`config.mk`:
```
export PLATFORM = sky130hd
export DESIGN_NAME = ptd_core
export DESIGN_NICKNAME = d
export VERILOG_FILES = /design/src/verilog/ptd_core.v
export VERILOG_INCLUDE_DIRS = /design/src /design/src/verilog
export SDC_FILE = /design/constraint.sdc
export NUM_CORES = 1
export LEC_CHECK = 0
export BUFFER_PORTS_ARGS = -buffer_cell sky130_fd_sc_hd__buf_2
export CORE_ASPECT_RATIO = 0.75
export CORE_MARGIN = 4
export CORE_UTILIZATION = 54
export CTS_CLUSTER_DIAMETER = 150
export DETAILED_ROUTE_END_ITERATION = 10
export GPL_ROUTABILITY_DRIVEN = 0
export MAX_ROUTING_LAYER = met4
export PLACE_DENSITY = 0.76
export SETUP_SLACK_MARGIN = 0.5
export SLEW_MARGIN = 10
export SYNTH_ARGS = -nofsm -noshare
export SYNTH_HDL_FRONTEND = slang
export SYNTH_SLANG_ARGS = --single-unit
```
`constraint.sdc`:
```
create_clock -name clk_i -period 3.15 [get_ports clk_i]
set_input_delay 0 -clock clk_i [delete_from_list [all_inputs] [get_ports clk_i]]
set_output_delay 0 -clock clk_i [all_outputs]
set_load 0.02 [all_outputs]
```
`src/verilog/ptd_map.vh`:
```
// Constants for the pre-trip input and diagnostic display block
`ifndef PTD_MAP_VH
`define PTD_MAP_VH

// Clock and base tick
`define PTD_CLK_HZ        40000000
`define PTD_TICK_US       1000
`define PTD_TICK_CYC      ((`PTD_CLK_HZ / 1000000) * `PTD_TICK_US)

// Times counted in 1 ms ticks; blink gap counted in blink slots
`define PTD_DEB_MS        10
`define PTD_INIT_MS       50
`define PTD_HOLD_MS       1000
`define PTD_SEC_MS        1000
`define PTD_BLINK_ON_MS   250
`define PTD_BLINK_SLOT_MS 500
`define PTD_BLINK_GAP     2

// Lamp cycling and diagnostic page count
`define PTD_CYCLE_S       20
`define PTD_NUM_CYCLES    24
`define PTD_NUM_PAGES     5

// Wishbone register byte offsets
`define PTD_REG_CTRL      8'h00
`define PTD_REG_STATUS    8'h04
`define PTD_REG_NAME_IDX  8'h08
`define PTD_REG_NAME_DAT  8'h0C
`define PTD_REG_MODE_TIME 8'h10

// CTRL fields
`define PTD_CTRL_NAME_OK  0
`define PTD_CTRL_PAT_LSB  8
`define PTD_CTRL_RESET    32'h0000FF00

// Wireless name layout
`define PTD_PREFIX_LEN    3
`define PTD_VIN_LEN       17
`define PTD_NAME_LEN      20

`endif

```
`src/verilog/ptd_core.v`:
```
// Pre-trip trigger inputs, lamp-cycling mode control and diagnostic LED display
// Overview of operation
// - Four discrete inputs: two asserted low, two asserted high.
// - Low-asserted inputs are pulled up, so floating reads inactive.
// - Brief low pulse on first low input requests the lamp sequence.
// - Brief high pulse on first high input requests the lamp sequence.
// - Second low input is unused and affects nothing.
// - Second high input is ignition run; high means key in run.
// - First ignition run after install lights greens 1-4 after name update.
// - After an ignition cycle, greens 1-4 stay off during run.
// - Trigger starts sequence only in park, brake applied, engine running.
// - Lamp-cycling mode ends by itself after about eight minutes.
// - Releasing parking brake stops mode; after reapply a press restarts.
// - Ignition on wakes module and runs initialization before anything else.
// - Wireless name is fixed prefix followed by the vehicle ident number.
// - Fuse indicator lights when fuse open, load connected, relay on.
// - Five selectable diagnostic pages of status on the LEDs.
// - Amber indicator repeatedly blinks the selected page number.
// - Button selects pages only with ignition on; N presses give page N.
// - Each further press advances the page by one.
// - Press held one second or more counts as one valid press.
// - Four greens show the status bits of the selected page.
// - Page one: green n lit while relay n is active.
// - Pages 2-5: outputs, preconditions, mode and triggers, pairing.
// - Each lamp cycle lasts twenty seconds; mode ends after 24 cycles.
// - Start needs zero speed; second press or leaving park exits.
`include "ptd_map.vh"
`default_nettype none

module ptd_core #(
  parameter integer TICK_CYCLES = `PTD_TICK_CYC,
  parameter [23:0]  NAME_PREFIX = 24'h505452  // Arbitrary value
) (
  // Clock and reset
  input  wire        clk_i,
  input  wire        rst_i,
  // Wishbone slave
  input  wire        wb_cyc_i,
  input  wire        wb_stb_i,
  input  wire        wb_we_i,
  input  wire [7:0]  wb_adr_i,
  input  wire [3:0]  wb_sel_i,
  input  wire [31:0] wb_dat_i,
  output reg  [31:0] wb_dat_o,
  output reg         wb_ack_o,
  // Discrete wire inputs
  input  wire        trig_lo_n_i,
  input  wire        spare_lo_n_i,
  input  wire        trig_hi_i,
  input  wire        ign_run_i,
  // Vehicle and operator status
  input  wire        test_btn_i,
  input  wire        park_brake_i,
  input  wire        in_park_i,
  input  wire        speed_zero_i,
  input  wire        engine_run_i,
  input  wire        paired_i,
  input  wire [3:0]  fuse_open_i,
  input  wire [3:0]  load_conn_i,
  // Lamp drives and indicators
  output reg  [3:0]  relay_o,
  output reg  [3:0]  low_current_output_o,
  output reg  [3:0]  fuse_led_o,
  output reg  [3:0]  green_led_o,
  output reg         page_blink_indicator_o,
  output reg         mode_active_o
);

  localparam S_OFF  = 2'h0;
  localparam S_INIT = 2'h1;
  localparam S_RUN  = 2'h2;
  localparam M_IDLE = 1'b0;
  localparam M_ACT  = 1'b1;
  localparam [31:0] CTRL_RST = `PTD_CTRL_RESET;
  integer i;

  // Input bit positions after conditioning
  localparam B_TLO = 3'h0;
  localparam B_THI = 3'h1;
  localparam B_IGN = 3'h2;
  localparam B_BTN = 3'h3;
  localparam B_BRK = 3'h4;
  localparam B_PRK = 3'h5;
  localparam B_SPD = 3'h6;
  localparam B_ENG = 3'h7;

  function [9:0] inc10;
    input [9:0] v;
    begin
      inc10 = v + 10'h001;
    end
  endfunction

  // Millisecond tick divider
  reg [15:0] div_ff;
  reg        tick_ff;
  always @(posedge clk_i) begin
    if (rst_i) begin
      div_ff  <= 16'h0000;
      tick_ff <= 1'b0;
    end else if (div_ff == TICK_CYCLES[15:0] - 16'h0001) begin
      div_ff  <= 16'h0000;
      tick_ff <= 1'b1;
    end else begin
      div_ff  <= div_ff + 16'h0001;
      tick_ff <= 1'b0;
    end
  end

  // input polarity; pulled-up low inputs read idle when open, spare is ignored
  wire [7:0] raw_in = {engine_run_i, speed_zero_i, in_park_i, park_brake_i,
                       test_btn_i, ign_run_i, trig_hi_i, ~trig_lo_n_i};

  reg [7:0] sync1_ff;
  reg [7:0] sync2_ff;
  reg [7:0] clean_ff;
  reg [7:0] clean_d_ff;
  reg [3:0] deb_cnt_ff [0:7];

  always @(posedge clk_i) begin
    if (rst_i) begin
      sync1_ff   <= 8'h00;
      sync2_ff   <= 8'h00;
      clean_ff   <= 8'h00;
      clean_d_ff <= 8'h00;
      for (i = 0; i < 8; i = i + 1)
        deb_cnt_ff[i] <= 4'h0;
    end else begin
      sync1_ff   <= raw_in;
      sync2_ff   <= sync1_ff;
      clean_d_ff <= clean_ff;
      for (i = 0; i < 8; i = i + 1) begin
        if (sync2_ff[i] == clean_ff[i]) begin
          deb_cnt_ff[i] <= 4'h0;
        end else if (tick_ff) begin
          if (deb_cnt_ff[i] == `PTD_DEB_MS - 1) begin
            clean_ff[i]   <= sync2_ff[i];
            deb_cnt_ff[i] <= 4'h0;
          end else begin
            deb_cnt_ff[i] <= deb_cnt_ff[i] + 4'h1;
          end
        end
      end
    end
  end

  wire [7:0] rise = clean_ff & ~clean_d_ff;
  wire [7:0] fall = ~clean_ff & clean_d_ff;

  // wake on ignition run with an init period
  reg [1:0] pwr_ff;
  reg [9:0] init_ms_ff;
  reg       first_done_ff;
  always @(posedge clk_i) begin
    if (rst_i) begin
      pwr_ff        <= S_OFF;
      init_ms_ff    <= 10'h000;
      first_done_ff <= 1'b0;
    end else begin
      case (pwr_ff)
        S_OFF: begin
          init_ms_ff <= 10'h000;
          if (clean_ff[B_IGN])
            pwr_ff <= S_INIT;
        end
        S_INIT: begin
          if (!clean_ff[B_IGN])
            pwr_ff <= S_OFF;
          else if (tick_ff) begin
            if (init_ms_ff == `PTD_INIT_MS - 1)
              pwr_ff <= S_RUN;
            else
              init_ms_ff <= inc10(init_ms_ff);
          end
        end
        S_RUN: begin
          if (!clean_ff[B_IGN]) begin
            pwr_ff <= S_OFF;
            // later ignition cycles are no longer first run
            first_done_ff <= 1'b1;
          end
        end
        default: pwr_ff <= S_OFF;
      endcase
    end
  end
  wire running = (pwr_ff == S_RUN);

  // Registers written by software
  reg       name_ok_ff;
  reg [7:0] pattern_ff;
  reg [4:0] name_idx_ff;
  reg [7:0] vin_mem [0:`PTD_VIN_LEN-1];

  // either trigger wire, only one is installed
  wire trig_press = running & (rise[B_TLO] | rise[B_THI]);

  wire can_start = clean_ff[B_PRK] & clean_ff[B_BRK] & clean_ff[B_ENG] & clean_ff[B_SPD];

  // Lamp-cycling mode
  reg        mode_ff;
  reg [9:0]  ms_ff;
  reg [4:0]  sec_ff;
  reg [4:0]  cyc_ff;
  wire sec_wrap = tick_ff & (ms_ff == `PTD_SEC_MS - 1);
  wire cyc_end  = sec_wrap & (sec_ff == `PTD_CYCLE_S - 1);
  always @(posedge clk_i) begin
    if (rst_i) begin
      mode_ff <= M_IDLE;
      ms_ff   <= 10'h000;
      sec_ff  <= 5'h00;
      cyc_ff  <= 5'h00;
    end else begin
      case (mode_ff)
        M_IDLE: begin
          ms_ff  <= 10'h000;
          sec_ff <= 5'h00;
          cyc_ff <= 5'h00;
          // start only with all conditions met
          if (trig_press && can_start)
            mode_ff <= M_ACT;
        end
        M_ACT: begin
          if (tick_ff)
            ms_ff <= sec_wrap ? 10'h000 : inc10(ms_ff);
          if (sec_wrap)
            sec_ff <= cyc_end ? 5'h00 : sec_ff + 5'h01;
          if (cyc_end)
            cyc_ff <= cyc_ff + 5'h01;
          // brake release stops at once; press or leaving park exits
          if (!running || !clean_ff[B_BRK] || !clean_ff[B_PRK] || trig_press)
            mode_ff <= M_IDLE;
          // self stop after 24 cycles of 20 s
          else if (cyc_end && cyc_ff == `PTD_NUM_CYCLES - 1)
            mode_ff <= M_IDLE;
        end
        default: mode_ff <= M_IDLE;
      endcase
    end
  end

  reg [10:0] hold_ff;
  reg        press_ok_ff;
  always @(posedge clk_i) begin
    if (rst_i) begin
      hold_ff     <= 11'h000;
      press_ok_ff <= 1'b0;
    end else begin
      press_ok_ff <= 1'b0;
      if (clean_ff[B_BTN]) begin
        if (tick_ff && hold_ff != `PTD_HOLD_MS)
          hold_ff <= hold_ff + 11'h001;
      end else begin
        hold_ff <= 11'h000;
        if (fall[B_BTN] && hold_ff == `PTD_HOLD_MS)
          press_ok_ff <= 1'b1;
      end
    end
  end

  // Page select, 0 is normal operation
  reg [2:0] page_ff;
  always @(posedge clk_i) begin
    if (rst_i) begin
      page_ff <= 3'h0;
    end else if (!running) begin
      page_ff <= 3'h0;
    end else if (press_ok_ff) begin
      // advance one per press, wrap from five
      if (page_ff == `PTD_NUM_PAGES)
        page_ff <= 3'h1;
      else
        page_ff <= page_ff + 3'h1;
    end
  end

  // amber blinks page count, then a gap of idle slots
  reg [9:0] bl_ms_ff;
  reg [2:0] bl_slot_ff;
  always @(posedge clk_i) begin
    if (rst_i || page_ff == 3'h0 || press_ok_ff) begin
      bl_ms_ff   <= 10'h000;
      bl_slot_ff <= 3'h0;
    end else if (tick_ff) begin
      if (bl_ms_ff == `PTD_BLINK_SLOT_MS - 1) begin
        bl_ms_ff <= 10'h000;
        if (bl_slot_ff == page_ff + `PTD_BLINK_GAP - 1)
          bl_slot_ff <= 3'h0;
        else
          bl_slot_ff <= bl_slot_ff + 3'h1;
      end else begin
        bl_ms_ff <= inc10(bl_ms_ff);
      end
    end
  end

  // Page contents
  reg [3:0] nxt_green;
  wire [3:0] relay_on = {4{mode_ff}} & pattern_ff[3:0];
  wire [3:0] lco_on   = {4{mode_ff}} & pattern_ff[7:4];
  always @* begin
    case (page_ff)
      3'h0: nxt_green = (!first_done_ff && name_ok_ff) ? 4'hF : 4'h0;
      3'h1: nxt_green = relay_on;
      3'h2: nxt_green = lco_on;
      3'h3: nxt_green = {1'b0, clean_ff[B_PRK], clean_ff[B_SPD], clean_ff[B_BRK]};
      3'h4: nxt_green = {1'b0, clean_ff[B_TLO], clean_ff[B_THI], mode_ff};
      3'h5: nxt_green = {3'b000, paired_i};
      default: nxt_green = 4'h0;
    endcase
  end

  always @(posedge clk_i) begin
    if (rst_i) begin
      relay_o                <= 4'h0;
      low_current_output_o   <= 4'h0;
      fuse_led_o             <= 4'h0;
      green_led_o            <= 4'h0;
      page_blink_indicator_o <= 1'b0;
      mode_active_o          <= 1'b0;
    end else begin
      relay_o              <= relay_on;
      low_current_output_o <= lco_on;
      // blown fuse on an energised, loaded output
      fuse_led_o           <= fuse_open_i & load_conn_i & relay_on;
      green_led_o          <= running ? nxt_green : 4'h0;
      page_blink_indicator_o <= (page_ff != 3'h0) && ({2'b00, bl_slot_ff} < {2'b00, page_ff})
                                && (bl_ms_ff < `PTD_BLINK_ON_MS);
      mode_active_o        <= mode_ff;
    end
  end

  // advertised name: prefix then stored ident number
  reg [7:0] name_char;
  always @* begin
    if (name_idx_ff < `PTD_PREFIX_LEN)
      name_char = NAME_PREFIX[23 - 8 * name_idx_ff -: 8];
    else if (name_idx_ff < `PTD_NAME_LEN)
      name_char = vin_mem[name_idx_ff - `PTD_PREFIX_LEN];
    else
      name_char = 8'h00;
  end

  // Wishbone classic slave, one wait state, unmapped reads give zero
  wire wb_req = wb_cyc_i & wb_stb_i;
  wire wb_wr  = wb_req & wb_we_i & wb_ack_o;
  reg [31:0] nxt_rdata;
  always @* begin
    case (wb_adr_i)
      `PTD_REG_CTRL:      nxt_rdata = {16'h0000, pattern_ff, 7'h00, name_ok_ff};
      `PTD_REG_STATUS:    nxt_rdata = {16'h0000, clean_ff, 1'b0, page_ff,
                                       first_done_ff, running, pwr_ff != S_OFF, mode_ff};
      `PTD_REG_NAME_IDX:  nxt_rdata = {27'h0000000, name_idx_ff};
      `PTD_REG_NAME_DAT:  nxt_rdata = {24'h000000, name_char};
      `PTD_REG_MODE_TIME: nxt_rdata = {22'h000000, cyc_ff, sec_ff};
      default:            nxt_rdata = 32'h00000000;
    endcase
  end

  always @(posedge clk_i) begin
    if (rst_i) begin
      wb_ack_o    <= 1'b0;
      wb_dat_o    <= 32'h00000000;
      name_ok_ff  <= CTRL_RST[`PTD_CTRL_NAME_OK];
      pattern_ff  <= CTRL_RST[`PTD_CTRL_PAT_LSB +: 8];
      name_idx_ff <= 5'h00;
    end else begin
      wb_ack_o <= wb_req & ~wb_ack_o;
      if (wb_req && !wb_ack_o)
        wb_dat_o <= nxt_rdata;
      if (wb_wr && wb_adr_i == `PTD_REG_CTRL) begin
        if (wb_sel_i[0])
          name_ok_ff <= wb_dat_i[`PTD_CTRL_NAME_OK];
        if (wb_sel_i[1])
          pattern_ff <= wb_dat_i[15:8];
      end
      if (wb_wr && wb_adr_i == `PTD_REG_NAME_IDX && wb_sel_i[0])
        name_idx_ff <= wb_dat_i[4:0];
    end
  end

  // Ident storage has no reset; contents are loaded by software
  always @(posedge clk_i) begin
    if (wb_wr && wb_adr_i == `PTD_REG_NAME_DAT && wb_sel_i[0]
        && name_idx_ff >= `PTD_PREFIX_LEN && name_idx_ff < `PTD_NAME_LEN)
      vin_mem[name_idx_ff - `PTD_PREFIX_LEN] <= wb_dat_i[7:0];
  end

endmodule

`default_nettype wire

```
==> results of run 1 <==
[synthesized netlist by cell type (all sizes together) (6+ instances only)]
cell type,n
o21ai,31
a2bb2oi,9
nand2b,11
xor2,46
nand3,44
inv,35
mux2i,33
buf,26
a211o,9
and2,11
xnor2,34
edfxtp,168
nor2b,38
clkbuf,38
nor4,14
nand4,21
and3,13
or3,20
and4,6
mux4,24
a21oi,28
ha,39
nor2,172
a22oi,10
o211ai,13
dfxtp,155
nand2,94
nor3,28
a31oi,6
nand3b,8
[critical path, stage by stage]
cell           delay [ns]
dlygate4sd3_1        0.54
buf_2                0.29
nor4bb_1             0.32
dlygate4sd3_1        0.59
buf_4                0.14
nand4_1              0.38
nor4_2               0.37
o221ai_1             0.17
o21ai_0              0.17
[cell type report]
| type | count | share of cell area, % |
|---|---|---|
| flip-flops and latches | 323 | 49.57 |
| multi-input cells | 843 | 34.47 |
| repair buffers | 154 | 6.346 |
| clock buffers | 46 | 5.684 |
| well taps | 344 | 2.618 |
| inverters | 35 | 0.7990 |
| clock inverters | 10 | 0.4794 |
| diodes | 2 | 0.03044 |
[logic make-up (layout without fill, tap and decap cells)]
group,count (synthesis),in the layout,share of synthesized area [%]
and+or+nand+nor,505,505,17.78
DFF,323,323,57.45
AOI/OAI and AO/OA,146,146,7.058
buffers and inverters,99,245,3.167
xor gates and xnor gates,80,80,4.941
muxes,57,57,6.140
adders and majority gates,39,39,3.441
other,1,18,0.02644
[cell usage in the layout, fill, tap and decap left out, drive strengths merged, types with 13 or more instances in the layout]
| cell | count |
|---|---|
| nand2 | 94 |
| mux4 | 24 |
| o211ai | 13 |
| nor4 | 14 |
| a21oi | 28 |
| nor2 | 172 |
| nor3 | 28 |
| nand4 | 21 |
| clkbuf | 46 |
| dfxtp | 155 |
| ha | 39 |
| nand3 | 44 |
| nor2b | 38 |
| inv | 36 |
| mux2i | 33 |
| conb | 16 |
| o21ai | 31 |
| and3 | 13 |
| xnor2 | 34 |
| edfxtp | 168 |
| xor2 | 46 |
| or3 | 20 |
| buf | 117 |
| dlygate4sd3 | 37 |
[sequential cells by signal, summed over array words and instances (netlist names), 4 cells and up]
name                  cells
sec_ff                    5
vin_mem                 136
init_ms_ff               10
low_current_output_o      4
pattern_ff                8
sync2_ff                  8
sync1_ff                  8
deb_cnt_ff               32
div_ff                   16
cyc_ff                    5
fuse_led_o                4
bl_ms_ff                 10
green_led_o               4
clean_ff                  8
hold_ff                  11
ms_ff                    10
name_idx_ff               5
relay_o                   4
wb_dat_o                 16
[worst max path at each step]
stage          slack [ns]            end            from
2_1_floorplan        0.53    wb_dat_o[2]  name_idx_ff[0]
4_1_cts              0.55    wb_dat_o[7]  name_idx_ff[1]
3_5_place_dp         0.42  vin_mem[3][6]  name_idx_ff[1]
5_1_grt              0.53    wb_dat_o[7]           rst_i
3_3_place_gp         0.49  vin_mem[0][2]  name_idx_ff[1]
6_report             0.63    wb_dat_o[7]           rst_i
[repair_timing]
action,CTS,global route
gates resized for setup,1,4
endpoints found under the setup margin,65,142
hold buffers,37,0
hold endpoints to repair,168,0
[power by group through the flow]
stage	Sequential, mW	Combinational (mW)	Clock, mW
after floorplan	4.54	0.102	0
after global placement	4.55	0.171	0
after detailed placement	4.55	0.176	0
after CTS	4.45	0.208	3.70
after global routing	4.45	0.230	3.89
final	4.45	0.211	3.64
[stage by stage]
stage               total power [mW]  utilization [%]  area [um2]
floorplan                      4.646                -       14240
global placement               4.717            58.06       15040
detailed placement             4.722            58.06       15040
CTS                            8.359            63.41       16430
global route                   8.570            63.46       16440
finish                         8.303            63.47       16440
[routing by layer]
layer	wire (um)	GRT usage [%]
met1	15140	33.13
met2	14040	33.62
met3	2361	4.031
met4	735	5.338
met5	0	-
==> flow_metrics.tcl, run 1 <==
set metrics [dict create \
    dr.pass1.iters 5 \
    globalRouteTotalUtil_pct 22.71 \
    htree_levels 1 \
    grt_max_degree 32 \
    switching_share_pct 20.04 \
    drc 0 \
    layout.area.seq_um2 8152 \
    pwr_density_cell_nw_per_um2 505.0 \
    port_buffers 82 \
    ys_ff_latch 323 \
    seqPwrFrac_pct 53.6 \
    syn-cell-area_um2 14180 \
    ff2ff_path_depth 7 \
    cts_tree "built" \
    critPathRequiredTime_ns 3.62 \
    setup_tns_ns 0 \
    cap_viol_max_count 0 \
    hold_path_end "wb_dat_o[1]" \
    setup_viol 0 \
    worstPathArrival_ns 2.99 \
    fin_crit_ns 2.519 \
    initial_core_util_pct 54.74 \
    numCtsBuffers 30 \
    final_nets 1493 \
    area_growth_pct 15.94 \
    endpoint_kind "register" \
    syn_avg_cell_area_um2 11.35 \
    pre_cts_ws_ns 0.4158 \
    synth_seq_area_share_pct 57.45 \
    holdWs_ns 0.04321 \
    multi_input_area_um2 5668 \
    synth-main-ff-cell "edfxtp_1" \
    relSlewSlack_pct 41.97 \
    reg2reg_to "wb_dat_o[7]" \
    ys_types 69 \
    yosys_warnings 0 \
    skew_ns 0.01905 \
    p_int_mw 6.639 \
    cts.clk_slew.worst_paths_ns 0.07 \
    rows 51 \
    fin_ws_ns 0.6311 \
    rsz0062_at_grt "false" \
    rrSetupSlack_ns 0.66 \
    fin_crit_sh_pct 79.97 \
    wirelength_um 32270 \
    dieWidth_um 195.1 \
    syn_inst 1250 \
    start_kind "primary input" \
    p_sw_mw 1.664 \
    worst-path-max-fanout 21 \
    antenna_found_initial 1 \
    detail-route-antenna-nets 0 \
    dp.cells 1662 \
    synthTopCellsByArea "edfxtp_1, dfxtp_1, nor2_1" \
    synth_edf_count 168 \
    clk_latency_ns 0.55 \
    critPathKind "in -> reg" \
    holdPathStages 4 \
    dieArea_um2 28950 \
    dieHeight_um 148.4 \
    p_leak_nw 5.918 \
    fmax_ghz 0.3970 \
    p_clk_share_pct 43.8 \
    grt_pass1_wl_um 51540 \
    tightest_slew_ns 0.8672 \
    cts-root-buf "clkbuf_16" \
    grt_overflow_total 0 \
    drive_gt1_share_pct 14.60 \
    async_reset_ff_share_pct 0 \
    ir_drop_v 0.0004880 \
    clockBufferDepth 3 \
    vias 9948 \
    grt_pass1_vias 9620 \
    yosys.area.top_type "edfxtp_1" \
    fillers 2067 \
    instances_no_fill 1757 \
    dp_hpwl_um 21990 \
    viasPerCell 5.662 \
    cts.sinks 323 \
    pwr-share-comb_pct 2.5 \
    yosysTopAreaCellShare_pct 35.57 \
    core_area_um2 25910 \
    finalHoldViolCount 0 \
    run_status "completed" \
    min_from "wb_adr_i[1]" \
    cts_setup_buffers 0 \
    ios 118 \
    finalMaxSlewViolations 0 \
    drt_iter0_drc 910 \
    min_path_type "in -> reg" \
    wl_per_cell_um 18.37 \
    r2r_start "wb_ack_o" \
]
Power figures use the tool's default switching activity.
==> inputs of run 2 (changes only) <==
Settings changed: CORE_UTILIZATION 54 to 60, PLACE_DENSITY 0.76 to 0.8.
Clock period 3.15 ns to 2.6 ns, I/O delays scaled along.
==> flow_metrics.tcl, run 2 (synthesized netlist as in run 1, its figures left out) <==
set metrics [dict create \
    grt_overflow_total 0 \
    final_common_cell "edfxtp_1" \
    rows 48 \
    detail-route-antenna-nets 0 \
    cts.clk_slew.worst_paths_ns 0.07 \
    cts.sinks 323 \
    holdWs_ns 0.04178 \
    cpPeakStageDelay_ns 0.38 \
    crit_buf_inv 5 \
    setup_tns_ns 0 \
    path_delay_family "buffers and inverters" \
    numCtsBuffers 30 \
    relSlewSlack_pct 43.72 \
    viasPerCell 6.110 \
    dieHeight_um 141.1 \
    totalPowerFinal_mw 10.01 \
    skew_ns 0.01743 \
    cts-root-buf "clkbuf_16" \
    setup_viol 0 \
    pre_cts_ws_ns 0.1080 \
    dieArea_um2 26190 \
    cp_slowest_cell "dfxtp_4" \
    drt_iter0_drc 1221 \
    antenna_cells 0 \
    run_status "completed" \
    dieWidth_um 185.5 \
    dr.pass1.iters 6 \
    mostFrequentLayoutCells "edfxtp_1, nor2_1, dfxtp_1, nand2_1, buf_2" \
    worst-path-max-fanout 8 \
    cap_viol_max_count 0 \
    ir_drop_v 0.0005095 \
    crit_top_cell "buf_4" \
    initial_core_util_pct 61.34 \
    top_regs "vin_mem: 136 flops, deb_cnt_ff: 32 flops" \
    finalMaxSlewViolations 0 \
    grt_max_degree 70 \
    drc 0 \
    finalHoldViolCount 0 \
    pwr_density_cell_nw_per_um2 578.9 \
    clockBufferDepth 3 \
    antenna_found_initial 0 \
    fin_crit_sh_pct 86.08 \
    critPathRequiredTime_ns 3.04 \
    cts_tree "built" \
    regMostFlops "vin_mem" \
    fin_crit_ns 2.238 \
    grt_pass1_wl_um 55760 \
    largest_register_ffs 136 \
    start_kind "register" \
    final_nets 1532 \
    fmax_ghz 0.4468 \
    crit_chain "buf_4 > inv_2 > ha_4 > buf_12 > buf_4 > buf_4 > mux4_2 > o22ai_1 > o21ai_0" \
    multi_input_area_um2 6043 \
    dp_hpwl_um 23070 \
    wirelength_um 36830 \
    grt_pass1_vias 10300 \
    area_growth_pct 21.89 \
    min_path_type "in -> reg" \
    layout.area.seq_um2 8163 \
    fin_ws_ns 0.3618 \
    p_leak_nw 6.344 \
    port_buffers 82 \
    tightest_slew_ns 0.8372 \
    wl_per_cell_um 21.04 \
    globalRouteTotalUtil_pct 27.80 \
    critPathKind "reg -> reg" \
    clk_latency_ns 0.57 \
    htree_levels 1 \
    worstPathArrival_ns 2.68 \
    core_area_um2 23120 \
    fillers 1412 \
    drive_gt1_share_pct 20.21 \
    endpoint_kind "register" \
    ios 118 \
    vias 10690 \
    rsz0062_at_grt "true" \
]
[run 2: final timing paths]
| check | cells past startpoint | from | endpoint | slack, ns |
|---|---|---|---|---|
| setup / recovery | 9 | name_idx_ff[1] | wb_dat_o[7] | 0.36 |
| hold / removal | 5 | wb_sel_i[0] | name_ok_ff | 0.04 |
| setup reg to reg | 9 | name_idx_ff[1] | wb_dat_o[7] | 0.36 |
| hold reg to reg | 1 | sync1_ff[2] | sync2_ff[2] | 0.43 |
[run 2: cell type report]
type | count | share of cell area (%)
clock buffer | 36 | 4.473
sequential | 323 | 47.22
tap | 300 | 2.171
clock inverter | 20 | 1.115
timing repair buffer | 193 | 9.286
multi-input combinational | 843 | 34.96
inverter | 35 | 0.7745
[run 2: timing repair]
| action | CTS | global route |
|---|---|---|
| endpoints found under the setup margin | 148 | 161 |
| resized for setup | 27 | 38 |
| gates cloned | 1 | 2 |
| setup buffers | 17 | 15 |
| pin swaps | 12 | 16 |
| hold buffers | 40 | 0 |
| hold endpoints to repair | 182 | 0 |
[run 2: worst reg2reg max path: cells and delay by family, from the launching register on]
kind | cells | cell delay (ns)
multiplexers | 1 | 0.33
adder cells (fa/ha/maj) | 1 | 0.38
AO/OA/AOI/OAI | 2 | 0.43
flip-flops | 1 | 0.38
buffers and inverters | 5 | 0.59
[run 2: through the flow]
| stage | util, % | std cells | cell area, um2 |
|---|---|---|---|
| 4_1_cts | 73.20 | 1733 | 16930 |
| 6_report | 74.76 | 1750 | 17290 |
| 3_3_place_gp | 65.74 | 1619 | 15200 |
| 3_5_place_dp | 65.74 | 1619 | 15200 |
| 5_1_grt | 74.76 | 1750 | 17290 |
| 2_1_floorplan | - | 1265 | 14470 |
[run 2: report_power, final]
part / internal, mW / switching [mW]
registers: 5.37 / 0.0217
clock network: 2.43 / 1.91
logic: 0.105 / 0.170
[run 2: layer usage]
layer  wire [um]  vias to the layer above  part of all wire, %  global-route usage, %
met1       15120                     5136                   41                  39.43
li1            -                     4829                    -                      -
met4        1389                        0                  3.8                  8.471
met2       16590                      609                   45                  41.17
met5           0                        -                    0                      -
met3        3727                      119                   10                  5.365
==> inputs of run 3 (changes only) <==
Settings changed: CORE_ASPECT_RATIO 0.75 to default, GPL_TIMING_DRIVEN from default to 0.
==> flow_metrics.tcl, run 3 (synthesized netlist as in run 1, its figures left out) <==
set metrics [dict create \
    dieWidth_um 161.7 \
    area_growth_pct 27.35 \
    core_area_um2 22920 \
    numCtsBuffers 31 \
    grtUsageMet1_pct 37.95 \
    setup_viol 0 \
    drive_gt1_share_pct 23.67 \
    port_buffers 82 \
    drc 0 \
    dieHeight_um 161.7 \
    fmax_ghz 0.4172 \
    wl_per_cell_um 23.14 \
    grt_max_degree 20 \
    pwr-share-comb_pct 2.9 \
    top_regs "vin_mem: 136 flops, deb_cnt_ff: 32 flops" \
    relSlewSlack_pct 41.76 \
    start_kind "register" \
    p_int_mw 8.101 \
    grt.met3_usage_pct 4.821 \
    grt_overflow_total 0 \
    cts-root-buf "clkbuf_16" \
    grt_pass1_vias 10920 \
    vias 11330 \
    cpPeakStageDelay_ns 0.58 \
    p_sw_mw 2.202 \
    antenna_cells 0 \
    finalMaxSlewViolations 0 \
    run_status "completed" \
    finalHoldViolCount 0 \
    ios 118 \
    dr.pass1.iters 6 \
    dp_hpwl_um 23310 \
    endpoint_kind "register" \
    worst-path-max-fanout 10 \
    rows 55 \
    fin_crit_ns 2.397 \
    cts.sinks 323 \
    largest_register_ffs 136 \
    min_path_type "in -> reg" \
    tightest_slew_ns 0.8664 \
    busiest_layer "met2" \
    mostFrequentLayoutCells "edfxtp_1, nor2_1, dfxtp_1, nand2_1, buf_2" \
    rsz0062_at_grt "true" \
    switching_share_pct 21.38 \
    critPathRequiredTime_ns 3.08 \
    critPathKind "reg -> reg" \
    initial_core_util_pct 61.89 \
    wirelength_um 42050 \
    pwr_density_cell_nw_per_um2 570.5 \
    final_area_um2 18060 \
    dp.cells 1660 \
    p_clk_share_pct 44.7 \
    antenna_found_initial 0 \
    dieArea_um2 26160 \
    regMostFlops "vin_mem" \
    cap_viol_max_count 0 \
    grt_pass1_wl_um 59540 \
    ir_drop_v 0.0006728 \
    cp_slowest_cell "dfxtp_1" \
    seqPwrFrac_pct 52.4 \
    drt_iter0_drc 1470 \
    clockBufferDepth 3 \
    cts_tree "built" \
    detail-route-antenna-nets 0 \
    final_nets 1586 \
    p_leak_nw 6.562 \
    crit_chain "clkbuf_1 > nor3_1 > nor4_2 > o221ai_1 > o21ai_0" \
    globalRouteTotalUtil_pct 29.61 \
    clk_latency_ns 0.57 \
    cts.clk_slew.worst_paths_ns 0.07 \
    totalPowerFinal_mw 10.30 \
    instances_no_fill 1817 \
    worstPathArrival_ns 2.88 \
    viasPerCell 6.238 \
    fin_crit_sh_pct 92.19 \
    grt.met2_usage_pct 47.08 \
    final_common_cell "edfxtp_1" \
    htree_levels 1 \
    skew_ns 0.01570 \
    dpl_cell_area_um2 15280 \
]
-- run 3: repair_timing --
action	CTS	global route
pin swaps	29	33
cloned	2	1
endpoints found under the hold margin	165	0
setup endpoints to repair	234	259
hold buffers	39	0
setup buffers	32	26
resized for setup	89	77
-- run 3: critical path: cells and delay by family, from the launching register on --
family,cells,cell delay (ns)
compound gates,2,0.55
buf+inv,1,0.53
flops,1,0.58
simple gates,2,0.64
-- run 3: through the flow --
step           setup TNS (ns)  setup WS (ns)  util [%]  hold WS [ns]
2_1_floorplan               0         0.4985         -       0.06669
6_report                    0         0.2031     78.82       0.03214
4_1_cts                     0         0.3891     76.31       0.02170
3_3_place_gp          -0.5668        -0.1662     66.66        0.1811
5_1_grt                     0         0.2159     78.82       0.04618
3_5_place_dp           -1.517        -0.1747     66.66        0.1849
-- run 3: final timing paths --
check,startpoint,endpoint,slack (ns),cells past startpoint
worst max-delay path,name_idx_ff[4],wb_dat_o[5],0.20,5
worst min-delay path,wb_sel_i[0],name_idx_ff[2],0.03,5
worst max register to register,name_idx_ff[4],wb_dat_o[5],0.20,5
worst min register to register,sync1_ff[5],sync2_ff[5],0.44,1
-- run 3: area by class of cell --
type                    instances  area [um2]
repair buffers                182        1524
fillers                      1220        4855
clock inverters                20       205.2
clock buffers                  37       808.3
plain buffers                  64       515.5
well taps                     313       391.6
flip-flops and latches        323        8160
multi-input cells             843        6317
inverters                      35       138.9
-- run 3: power by group through the flow --
stage	logic, mW	clock network (mW)	registers (mW)
3_5_place_dp	0.239	0	5.51
2_1_floorplan	0.124	0	5.50
6_report	0.303	4.61	5.39
5_1_grt	0.321	4.84	5.40
3_3_place_gp	0.235	0	5.51
4_1_cts	0.284	4.50	5.40
-- run 3: metal layers --
| metal | up-vias | share of wire (%) | wire length (um) |
|---|---|---|---|
| li1 | 4961 | - | - |
| met1 | 5394 | 37 | 15520 |
| met2 | 782 | 47 | 19880 |
| met3 | 197 | 10 | 4382 |
| met4 | 0 | 5.4 | 2259 |
| met5 | - | 0 | 0 |
